[src/sai_consts.svh]
// Constants shared by both ends of the serial audio input port
`ifndef SAI_CONSTS_SVH
`define SAI_CONSTS_SVH

`define SAI_DATA_W 32
`define SAI_POS_MAX 6'h3f
`define SAI_SLOT_MAX 4'hf
`define SAI_SLOTW_STEREO 6'h00
`define SAI_SLOTW_OLM1 6'h14
`define SAI_SLOTW_OLM2 6'h18
`define SAI_SLOTW_TDM 6'h20
`define SAI_NSLOT_STEREO 4'h2
`define SAI_NSLOT_OLM1 4'h6
`define SAI_NSLOT_OLM2 4'ha
`define SAI_NSLOT_TDM 4'h8
`define SAI_FBITS_OLM1 9'h080
`define SAI_FBITS_256 9'h100
`define SAI_SYNC_HI_OLM1 9'h040
`define SAI_SYNC_HI_OLM2 9'h080
`define SAI_RATIO_MIN 16'h007f
`define SAI_RATIO_MAX 16'h0500
`define SAI_TH_192 16'h00a0
`define SAI_TH_256 16'h00e0
`define SAI_TH_384 16'h0140
`define SAI_TH_512 16'h01c0
`define SAI_TH_768 16'h0280
`define SAI_TH_1024 16'h0380

`endif

[src/sai_pkg.sv]
// Types and format decoding shared by both ends
package sai_pkg;
`include "sai_consts.svh"

	typedef enum logic [2:0] {
		sai_fmt_lj = 3'h0,
		sai_fmt_rj = 3'h1,
		sai_fmt_olm1 = 3'h2,
		sai_fmt_olm2 = 3'h3,
		sai_fmt_tdm = 3'h4
	} sai_fmt_t;

	typedef enum logic [2:0] {
		sai_div_128 = 3'h0,
		sai_div_192 = 3'h1,
		sai_div_256 = 3'h2,
		sai_div_384 = 3'h3,
		sai_div_512 = 3'h4,
		sai_div_768 = 3'h5,
		sai_div_1024 = 3'h6
	} sai_div_t;

	// Zero width means the slot runs until the next sync edge
	function automatic logic [5:0] sai_slot_width(input sai_fmt_t fmt);
		unique case (fmt)
			sai_fmt_olm1: sai_slot_width = `SAI_SLOTW_OLM1;
			sai_fmt_olm2: sai_slot_width = `SAI_SLOTW_OLM2;
			sai_fmt_tdm: sai_slot_width = `SAI_SLOTW_TDM;
			default: sai_slot_width = `SAI_SLOTW_STEREO;
		endcase
	endfunction

	function automatic logic [3:0] sai_slot_count(input sai_fmt_t fmt);
		unique case (fmt)
			sai_fmt_olm1: sai_slot_count = `SAI_NSLOT_OLM1;
			sai_fmt_olm2: sai_slot_count = `SAI_NSLOT_OLM2;
			sai_fmt_tdm: sai_slot_count = `SAI_NSLOT_TDM;
			default: sai_slot_count = `SAI_NSLOT_STEREO;
		endcase
	endfunction

	function automatic logic [31:0] sai_len_mask(input logic [5:0] len);
		logic [32:0] m;
		m = (33'h1 << len) - 33'h1;
		sai_len_mask = m[31:0];
	endfunction
endpackage

[src/sai_link_if.sv]
// Serial audio link between the source and the receiver
`timescale 1ns/1ns
interface sai_link_if;
	logic frame_sync_in;
	logic serial_bit_clock;
	logic serial_data_in;
	logic audio_master_clock;

	modport source
	(
		output frame_sync_in,
		output serial_bit_clock,
		output serial_data_in,
		output audio_master_clock
	);

	modport receiver
	(
		input frame_sync_in,
		input serial_bit_clock,
		input serial_data_in,
		input audio_master_clock
	);
endinterface

[src/sai_receiver.sv]
// Receiving end: decodes the serial audio frame into tagged samples
`timescale 1ns/1ns
`include "sai_consts.svh"
module sai_receiver
(
	input wire logic clk,
	input wire logic resetn,
	sai_link_if.receiver link,
	input wire sai_pkg::sai_fmt_t cfg_format,
	input wire logic [5:0] cfg_len,
	output logic sample_valid,
	output logic [31:0] sample_data,
	output logic [3:0] sample_slot,
	output logic [15:0] mclk_ratio,
	output sai_pkg::sai_div_t clk_div_sel,
	output logic mclk_rate_ok
);
	import sai_pkg::*;

	////////////////////////////////////////////////////////////////////////////
	// State

	logic sclk_prev_reg, sclk_prev_next;
	logic fs_last_reg, fs_last_next;
	logic armed_reg, armed_next;
	logic running_reg, running_next;
	logic [5:0] pos_reg, pos_next;
	logic [3:0] slot_reg, slot_next;
	logic [31:0] shreg_reg, shreg_next;
	logic valid_reg, valid_next;
	logic [31:0] data_reg, data_next;
	logic [3:0] tag_reg, tag_next;

	logic rise;
	logic fs;
	logic sd;
	logic fs_chg;
	logic fs_up;
	logic start_edge;
	logic [5:0] cur_pos;
	logic [3:0] cur_slot;
	logic [5:0] slot_w;
	logic [3:0] slot_n;
	logic frame_tick;

	assign fs = link.frame_sync_in;
	assign sd = link.serial_data_in;
	assign rise = link.serial_bit_clock && !sclk_prev_reg;
	assign fs_chg = fs != fs_last_reg;
	assign fs_up = fs && !fs_last_reg;
	assign slot_w = sai_slot_width(cfg_format);
	assign slot_n = sai_slot_count(cfg_format);
	assign frame_tick = rise && fs_up;

	////////////////////////////////////////////////////////////////////////////
	// Frame decode

	always_comb
	begin
		sclk_prev_next = link.serial_bit_clock;
		fs_last_next = fs_last_reg;
		armed_next = armed_reg;
		running_next = running_reg;
		pos_next = pos_reg;
		slot_next = slot_reg;
		shreg_next = shreg_reg;
		valid_next = 1'b0;
		data_next = data_reg;
		tag_next = tag_reg;
		start_edge = 1'b0;
		cur_pos = pos_reg;
		cur_slot = slot_reg;
		if (rise)
		begin
			fs_last_next = fs;
			unique case (cfg_format)
				sai_fmt_lj:
				begin
					if (fs_chg)
					begin
						start_edge = 1'b1;
						cur_slot = fs ? 4'h0 : 4'h1;
					end
				end
				sai_fmt_rj:
				begin
				end
				sai_fmt_olm1, sai_fmt_olm2:
				begin
					// Sync and first MSB share this edge
					if (fs_up)
					begin
						start_edge = 1'b1;
						cur_slot = 4'h0;
					end
				end
				sai_fmt_tdm:
				begin
					// Sync is taken one edge ahead of the first MSB
					armed_next = fs_up;
					if (armed_reg)
					begin
						start_edge = 1'b1;
						cur_slot = 4'h0;
					end
				end
				// Unused format codes receive nothing
				default:
				begin
				end
			endcase
			if (start_edge)
				cur_pos = 6'h00;

			if (cfg_format == sai_fmt_rj)
			begin
				// The word is only known complete when sync flips, so the
				// low cfg_len bits of everything shifted in are the sample
				if (fs_chg && running_reg && pos_reg >= cfg_len)
				begin
					valid_next = 1'b1;
					data_next = shreg_reg & sai_len_mask(cfg_len);
					tag_next = fs_last_reg ? 4'h0 : 4'h1;
				end
				shreg_next = {shreg_reg[30:0], sd};
				if (fs_chg)
					pos_next = 6'h01;
				else if (pos_reg != `SAI_POS_MAX)
					pos_next = pos_reg + 6'h01;
				// The half in progress at reset is partial, skip it
				if (fs_chg)
					running_next = 1'b1;
			end
			else if (running_reg || start_edge)
			begin
				running_next = 1'b1;
				// Bits past the configured length are dropped
				if (cur_pos < cfg_len)
					shreg_next = {(cur_pos == 6'h00) ? 31'h0 : shreg_reg[30:0], sd};
				if (cur_pos == cfg_len - 6'h01 && cur_slot < slot_n)
				begin
					valid_next = 1'b1;
					data_next = shreg_next;
					tag_next = cur_slot;
				end
				slot_next = cur_slot;
				if (slot_w != 6'h00 && cur_pos == slot_w - 6'h01)
				begin
					pos_next = 6'h00;
					if (cur_slot != `SAI_SLOT_MAX)
						slot_next = cur_slot + 4'h1;
				end
				else if (cur_pos != `SAI_POS_MAX)
					pos_next = cur_pos + 6'h01;
				else
					pos_next = cur_pos;
			end
		end
	end

	always_ff @(posedge clk)
	begin
		if (!resetn)
		begin
			sclk_prev_reg <= 1'b0;
			fs_last_reg <= 1'b0;
			armed_reg <= 1'b0;
			running_reg <= 1'b0;
			pos_reg <= 6'h00;
			slot_reg <= 4'h0;
			shreg_reg <= 32'h0;
			valid_reg <= 1'b0;
			data_reg <= 32'h0;
			tag_reg <= 4'h0;
		end
		else
		begin
			sclk_prev_reg <= sclk_prev_next;
			fs_last_reg <= fs_last_next;
			armed_reg <= armed_next;
			running_reg <= running_next;
			pos_reg <= pos_next;
			slot_reg <= slot_next;
			shreg_reg <= shreg_next;
			valid_reg <= valid_next;
			data_reg <= data_next;
			tag_reg <= tag_next;
		end
	end

	assign sample_valid = valid_reg;
	assign sample_data = data_reg;
	assign sample_slot = tag_reg;

	////////////////////////////////////////////////////////////////////////////
	// Master clock ratio

	sai_rate_detect u_rate
	(
		.clk(clk),
		.resetn(resetn),
		.mclk(link.audio_master_clock),
		.frame_tick(frame_tick),
		.mclk_ratio(mclk_ratio),
		.clk_div_sel(clk_div_sel),
		.mclk_rate_ok(mclk_rate_ok)
	);
endmodule

[src/sai_rate_detect.sv]
// Master clock to frame rate ratio measurement and divider choice
`timescale 1ns/1ns
`include "sai_consts.svh"
module sai_rate_detect
(
	input wire logic clk,
	input wire logic resetn,
	input wire logic mclk,
	input wire logic frame_tick,
	output logic [15:0] mclk_ratio,
	output sai_pkg::sai_div_t clk_div_sel,
	output logic mclk_rate_ok
);
	import sai_pkg::*;

	logic mclk_prev_reg, mclk_prev_next;
	logic [15:0] cnt_reg, cnt_next;
	logic [15:0] ratio_reg, ratio_next;
	sai_div_t div_reg, div_next;
	logic ok_reg, ok_next;
	logic [15:0] cnt_now;

	always_comb
	begin
		mclk_prev_next = mclk;
		cnt_now = cnt_reg;
		if (mclk && !mclk_prev_reg && cnt_reg != 16'hffff)
			cnt_now = cnt_reg + 16'h0001;
		cnt_next = cnt_now;
		ratio_next = ratio_reg;
		div_next = div_reg;
		ok_next = ok_reg;
		if (frame_tick)
		begin
			cnt_next = 16'h0000;
			ratio_next = cnt_now;
			// Below the floor the converter clock cannot be derived
			ok_next = cnt_now >= `SAI_RATIO_MIN && cnt_now <= `SAI_RATIO_MAX;
			if (cnt_now < `SAI_TH_192)
				div_next = sai_div_128;
			else if (cnt_now < `SAI_TH_256)
				div_next = sai_div_192;
			else if (cnt_now < `SAI_TH_384)
				div_next = sai_div_256;
			else if (cnt_now < `SAI_TH_512)
				div_next = sai_div_384;
			else if (cnt_now < `SAI_TH_768)
				div_next = sai_div_512;
			else if (cnt_now < `SAI_TH_1024)
				div_next = sai_div_768;
			else
				div_next = sai_div_1024;
		end
	end

	always_ff @(posedge clk)
	begin
		if (!resetn)
		begin
			mclk_prev_reg <= 1'b0;
			cnt_reg <= 16'h0000;
			ratio_reg <= 16'h0000;
			div_reg <= sai_div_128;
			ok_reg <= 1'b0;
		end
		else
		begin
			mclk_prev_reg <= mclk_prev_next;
			cnt_reg <= cnt_next;
			ratio_reg <= ratio_next;
			div_reg <= div_next;
			ok_reg <= ok_next;
		end
	end

	assign mclk_ratio = ratio_reg;
	assign clk_div_sel = div_reg;
	assign mclk_rate_ok = ok_reg;
endmodule

[src/flat_wrapper.sv]
// flat-port wrapper written by rule: the top's interface ports become plain ports
module sai_receiver_flat import sai_pkg::*;
  (clk, resetn, cfg_format, cfg_len, sample_valid, sample_data, sample_slot, mclk_ratio, clk_div_sel, mclk_rate_ok, link_frame_sync_in, link_serial_bit_clock, link_serial_data_in, link_audio_master_clock);
  sai_link_if link_i ();
  input wire logic clk;
  input wire logic resetn;
  input wire sai_pkg::sai_fmt_t cfg_format;
  input wire logic [5:0] cfg_len;
  output logic sample_valid;
  output logic [31:0] sample_data;
  output logic [3:0] sample_slot;
  output logic [15:0] mclk_ratio;
  output sai_pkg::sai_div_t clk_div_sel;
  output logic mclk_rate_ok;
  input wire logic [$bits(link_i.frame_sync_in)-1:0] link_frame_sync_in;
  input wire logic [$bits(link_i.serial_bit_clock)-1:0] link_serial_bit_clock;
  input wire logic [$bits(link_i.serial_data_in)-1:0] link_serial_data_in;
  input wire logic [$bits(link_i.audio_master_clock)-1:0] link_audio_master_clock;
  assign link_i.frame_sync_in = link_frame_sync_in;
  assign link_i.serial_bit_clock = link_serial_bit_clock;
  assign link_i.serial_data_in = link_serial_data_in;
  assign link_i.audio_master_clock = link_audio_master_clock;
  sai_receiver u_core (.clk(clk), .resetn(resetn), .link(link_i), .cfg_format(cfg_format), .cfg_len(cfg_len), .sample_valid(sample_valid), .sample_data(sample_data), .sample_slot(sample_slot), .mclk_ratio(mclk_ratio), .clk_div_sel(clk_div_sel), .mclk_rate_ok(mclk_rate_ok));
endmodule
[config.mk]
export PLATFORM = sky130hd
export DESIGN_NAME = sai_receiver_flat
export DESIGN_NICKNAME = d
export VERILOG_FILES = /design/src/sai_pkg.sv /design/src/sai_link_if.sv /design/src/sai_receiver.sv /design/src/sai_rate_detect.sv /design/src/flat_wrapper.sv
export VERILOG_INCLUDE_DIRS = /design/src
export SDC_FILE = /design/constraint.sdc
export NUM_CORES = 1
export LEC_CHECK = 0
export ABC_AREA = 0
export BUFFER_PORTS_ARGS = -buffer_cell sky130_fd_sc_hd__buf_2
export CAP_MARGIN = 20
export CORE_ASPECT_RATIO = 0.5
export CORE_UTILIZATION = 45
export DETAILED_ROUTE_END_ITERATION = 6
export HOLD_SLACK_MARGIN = 0.06
export RECOVER_POWER = 25
export SLEW_MARGIN = 5
export SYNTH_ARGS = -nofsm -noshare
export SYNTH_HDL_FRONTEND = slang
export SYNTH_SLANG_ARGS = --single-unit
[constraint.sdc]
create_clock -name clk -period 10.91 [get_ports clk]
set_input_delay 2.182 -clock clk [delete_from_list [all_inputs] [get_ports clk]]
set_output_delay 2.182 -clock clk [all_outputs]
set_load 0.05 [all_outputs]
## Word-level counts from Yosys, hierarchy flattened

Cells that the tools add are included.

- Bits in registers: 120
- Output and inout port bits: 57
- Input port bits: 15
- Word-level logic and storage cells: 129

- Add/subtract/negate cells: 7
- Eq/ne operators: 14
- $lt $le $gt $ge: 11
- Reduce and logical (&&, ||, !) cells: 28
- Shift-type cells: 1
- Multiplexer cells: 50
- Bitwise operators: 3

Operators by type and width:

| operator | number |
|---|---|
| $mux W32 | 7 |
| $mux W6 | 8 |
| $mux W4 | 10 |
| $and A32 B32 Y32 | 1 |
| $lt A16 B10 Y1 const B | 2 |
| $lt A16 B8 Y1 const B | 2 |
| $lt A16 B9 Y1 const B | 2 |
| $shl A1 B6 Y32 const A | 1 |
| $sub A32 B1 Y32 const B | 1 |
| $mux W31 | 1 |
| $pmux W4 S3 | 2 |
| $pmux W6 S3 | 1 |
| $add A16 B1 Y16 const B | 1 |
| $ge A16 B7 Y1 const B | 1 |
| $le A16 B11 Y1 const B | 1 |
| $mux W16 | 1 |
| $ne A16 B16 Y1 const B | 1 |
| $mux W1 | 13 |
| $add A6 B1 Y6 const B | 2 |
| $eq A6 B6 Y1 | 2 |
| $mux W3 | 4 |
| $ne A6 B6 Y1 const B | 2 |
| $sub A6 B1 Y6 const B | 2 |
| $logic_and A1 B1 Y1 | 10 |
| 25 further kinds | 36 |

## Logic depth before layout (Yosys ltp)

- Depth in word-level cells: 13
- Gate-level depth with buffers: 19
- Depth with buffers taken out: 14

## Cells and area by module

From an unflattened synthesis, not the netlist that was laid out.

- Cells, all modules: 982
- Area, all modules: 7,795.0 sq um

By module, submodules not included:

| module | cells each | area each (sq um) | times used | sequential area each (sq um) |
|---|---|---|---|---|
| sai_receiver | 744 | 5,725.5 | 1 | 1,661.6 |
| sai_rate_detect | 238 | 2,069.5 | 1 | 740.7 |

## Worst setup path after synthesis

No wires, ideal clock.

- Kind: input to register
- Start point: input link_frame_sync_in
- End point: register u_core.shreg_reg[10]
- Setup time: 0.065 ns
- Slack: 5.499 ns
- Stages: 18
- Buffers on the path: 5
- Required time: 10.845 ns
- Arrival time: 5.346 ns
- Cell sequence: ha_1 and2b_1 o31a_1 buf_6 nand2_1 inv_1 ha_1 nor2b_1 o31ai_1 a21o_1 clkbuf_1 and2_0 clkbuf_1 o21a_1 buf_2 buf_2 a22oi_1 nor2_1

- Word-level cells in the longest chain between the ends: 11
- Elaborated cells between the ends (all ways): 17
- Those cells by class: order compare: 1; eq/ne: 1; mux: 10; reduce/logical: 5

Ends and longest elaborated chain:

| item | line | text |
|---|---|---|
| start, declared | flat_wrapper.sv:15 | `input wire logic [$bits(link_i.frame_sync_in)-1:0] link_frame_sync_in;` |
| $ne A1 B1 Y1 or $logic_and A1 B1 Y1 (tied branches) | sai_receiver.sv:49, sai_receiver.sv:50 |  |
| $mux W1, on equally long branches | sai_receiver.sv:79, sai_receiver.sv:91 |  |
| $pmux W1 S3 (*) | sai_receiver.sv:76 | `unique case (cfg_format)` |
| $mux W1 (*) | sai_receiver.sv:73 | `if (rise)` |
| parallel branches: the longest is 7 deep, another holds $lt A6 B6 Y1 | n/a |  |
| end signal, assigned | sai_receiver.sv:184 | `shreg_reg <= shreg_next;` |
| end, declared | sai_receiver.sv:29 | `logic [31:0] shreg_reg, shreg_next;` |

Mark *: on every way between the ends. The select of a mux whose other input is x is not followed.
A chain may end at the register's enable or synchronous reset.

## Worst setup path in the final report

- Start point: input resetn
- End point: register u_core.u_rate.cnt_reg[5]

- Word-level cells in the longest chain between the ends: 2

Ends and longest elaborated chain:

| item | line | text |
|---|---|---|
| start, declared | flat_wrapper.sv:6 | `input wire logic resetn;` |
| $not A1 Y1 (no line) | n/a |  |
| $reduce_or A2 Y1 (no line) | n/a |  |
| end signal, assigned | sai_rate_detect.sv:69 | `cnt_reg <= cnt_next;` |
| end, declared | sai_rate_detect.sv:17 | `logic [15:0] cnt_reg, cnt_next;` |

No other way between the ends.

==> metrics.cfg <==
[run_status]
outcome=complete, but fails checks
violations=max-capacitance violations, max-slew violations

[route]
drtIter0Drc=584
wl_per_cell_um=18.4
vias=7713
wl_um=23300
viasPerCell=6.10
drc=0
ant_nets=0
dr.pass1.iters=5

[cts]
clockBufferDepth=2
ctsHtreeMaxLevel=4
numCtsBuffers=17
clock-root-buffer=clkbuf_16
cts.reportedPaths.clkPinSlew_ns=0.06
post_cts_buffers=0
post_cts_resized=0
ctsHoldBuffers=0
cts_tree=yes
clock_latency_ns=0.43
clkSinkCount=120

[logic_synthesis]
synth_fp_nets=1039
yosys_warnings=0
synth.most_common_cell=nand2_1
synth_edf_count=0
syn-cell-area_um2=7720
synth_common_cells=124 x nand2_1, 120 x dfxtp_1, 106 x nor2_1
syn_inst=997
ys_seq_area_frac=0.311
yosys.area.top_type=dfxtp_1
synth_area_per_cell_um2=7.75
postSynth.asyncResetShare=0
ys_ff_latch=120
synth_top_area_frac=0.311
yosys-top-cells-area=dfxtp_1 31%, nand2_1 6.0%, nor2_1 5.2%, mux2i_1 4.5%, ha_1 4.4%
synth.distinct_cells=82
synth_top_flop_cell=dfxtp_1

[pwr]
p_per_area_nw_per_um2=142
ir_drop_mv=0.108
leakage_nw=3.07

[worst_setup_path]
criticalPathCategory=input port to flop
path_cells=buf_2 -> clkbuf_1 -> nand2_1 -> nor2_1
worstPathArrival_ns=6.45
critPathLaunch=resetn
cp-end-kind=flop
endpoint=u_core.u_rate.cnt_reg[5]
crit_required_ns=11.24
cpPeakStageDelay_ns=2.47
rr_endpoint=u_core.shreg_reg[18]
cp_num_buf_inv=2
timing.rr.start=u_core.fs_last_reg
cp_num_cells=4
reg2reg_depth=14
cp_slowest_cell=clkbuf_1
reg2reg_slack_ns=6.34
start_kind=input port
critPathMaxFanout=83
critPathTopFamily=buffers and inverters

[timing]
tightest_slew_ns=3.54
fin_crit_ns=6.12
hold_violations=0
rsz0062_at_grt=false
slew_headroom=-1.36
timing.final.crit_share=0.561
finalSetupViolCount=0
setup_tns_ns=0
finClkSkew_ns=0.00833
timing.hold.ws_ns=0.448
maxSlewViolCount=84
timing.fmax_mhz=163

[die]
io_pins=72
core_um2=16600
die_height_um=94.6
rows=33
dieArea_um2=17700
die_w_um=187
initial_core_util=0.466

[placed_design]
hpwlAfterDp_um=16000
gp_congestion=0.917
portBuffers=71
place_area_um2=8120
dp_cells=1231

[cells_and_area]
final_nets=1066
layout-drive-gt1-share=0.0906
antenna_cells=0
final_cells=1264
fin_area_um2=8700
area_growth_pct=12.7

[global_routing]
gr-total-overflow=0
grt_pass1_wl_um=36800
grt_pass1_vias=6858
use_met1=0.337
antenna_found_initial=1
grt.busiest_layer=met2
grt_max_degree=84
met3_usage=0.0654
use_met2=0.426
grtUsageTotal=0.263

[hold_path]
hold_class=flop to flop

[run]
cap_violations=1

==> placed cells by master, fill, tap and decap left out, types with 6 or more instances in the layout <==
cell type	instances
inv_1	26
a221o_1	6
a21oi_1	57
buf_2	29
nand3_1	50
o22ai_1	8
o21a_1	6
xnor2_1	15
a22o_1	8
nor4_1	7
nand2_1	124
o21ai_0	51
ha_1	27
mux2i_1	35
a21o_1	8
nand2b_1	6
buf_4	8
o31a_1	6
a211oi_1	20
nor2b_1	8
o211ai_1	14
xor2_1	9
nor2_1	106
and3_1	9
o31ai_1	6
clkbuf_1	45
dfxtp_1	120
a31oi_1	12
o21ai_1	6
and2_1	9
a22oi_1	21
nor3_1	20
clkbuf_16	17
or3_1	8
nand4_1	19
==> layer usage <==
layer | vias to the layer above | share of wire
met5 | - | 0.00047
met4 | 2 | 0.024
met3 | 43 | 0.065
met2 | 278 | 0.44
met1 | 3655 | 0.47
li1 | 3735 | -
==> worst min path at each step <==
stage,start,endpoint,cells after the start
final,u_core.sample_data[31],u_core.sample_data[31],2
after global routing,u_core.sample_data[30],u_core.sample_data[30],2
after CTS,u_core.sample_data[31],u_core.sample_data[31],2
after detailed placement,u_core.sample_data[31],u_core.sample_data[31],2
after global placement,u_core.sample_data[31],u_core.sample_data[31],2
after floorplan,u_core.slot_reg[0],u_core.slot_reg[0],2
==> worst reg2reg max path: stages, from the launching register on <==
cell and delay (ns):
dfxtp_1 0.32, inv_1 0.06, ha_1 0.38, and2b_1 0.36
o31a_1 0.44, nand2_1 0.14, inv_1 0.10, ha_1 0.22
nor2b_1 0.13, o31ai_1 0.35, a21o_1 0.61, and2_0 0.47
o21a_1 0.61, a22oi_1 0.20, nor2_1 0.13
==> metrics by stage <==
stage,utilization,power [mW],worst slack (ns)
floorplan,-,0.591,5.50
global placement,0.491,0.636,4.69
detailed placement,0.491,0.637,4.49
CTS,0.529,1.24,4.95
global route,0.526,1.28,4.28
finish,0.526,1.24,4.79
==> kinds of logic after synthesis <==
kind of cell             Yosys count  share of synthesized area
AND/OR/NAND/NOR                  400                      0.245
AO/OA/AOI/OAI                    287                      0.268
flip-flops                       120                      0.311
buffers and inverters            101                     0.0546
multiplexers                      37                     0.0483
adder cells (fa/ha/maj)           27                     0.0437
XOR/XNOR                          25                     0.0293
==> power breakdown <==
group	leakage [nW]	total [mW]	switching [mW]	internal (mW)
Clock	0.303	0.605	0.211	0.394
Combinational	1.79	0.169	0.120	0.0483
Sequential	0.971	0.462	0.0135	0.449
Total	3.07	1.24	0.345	0.891
==> area by class of cell <==
class | count | area [um2]
Multi-Input combinational cell | 776 | 4910
Inverter | 28 | 105
Clock inverter | 11 | 171
Fill cell | 1620 | 7850
Sequential cell | 120 | 2400
Clock buffer | 21 | 460
Tap cell | 227 | 284
Timing Repair Buffer | 81 | 372
No activity file was read; power rests on OpenSTA's default activity.
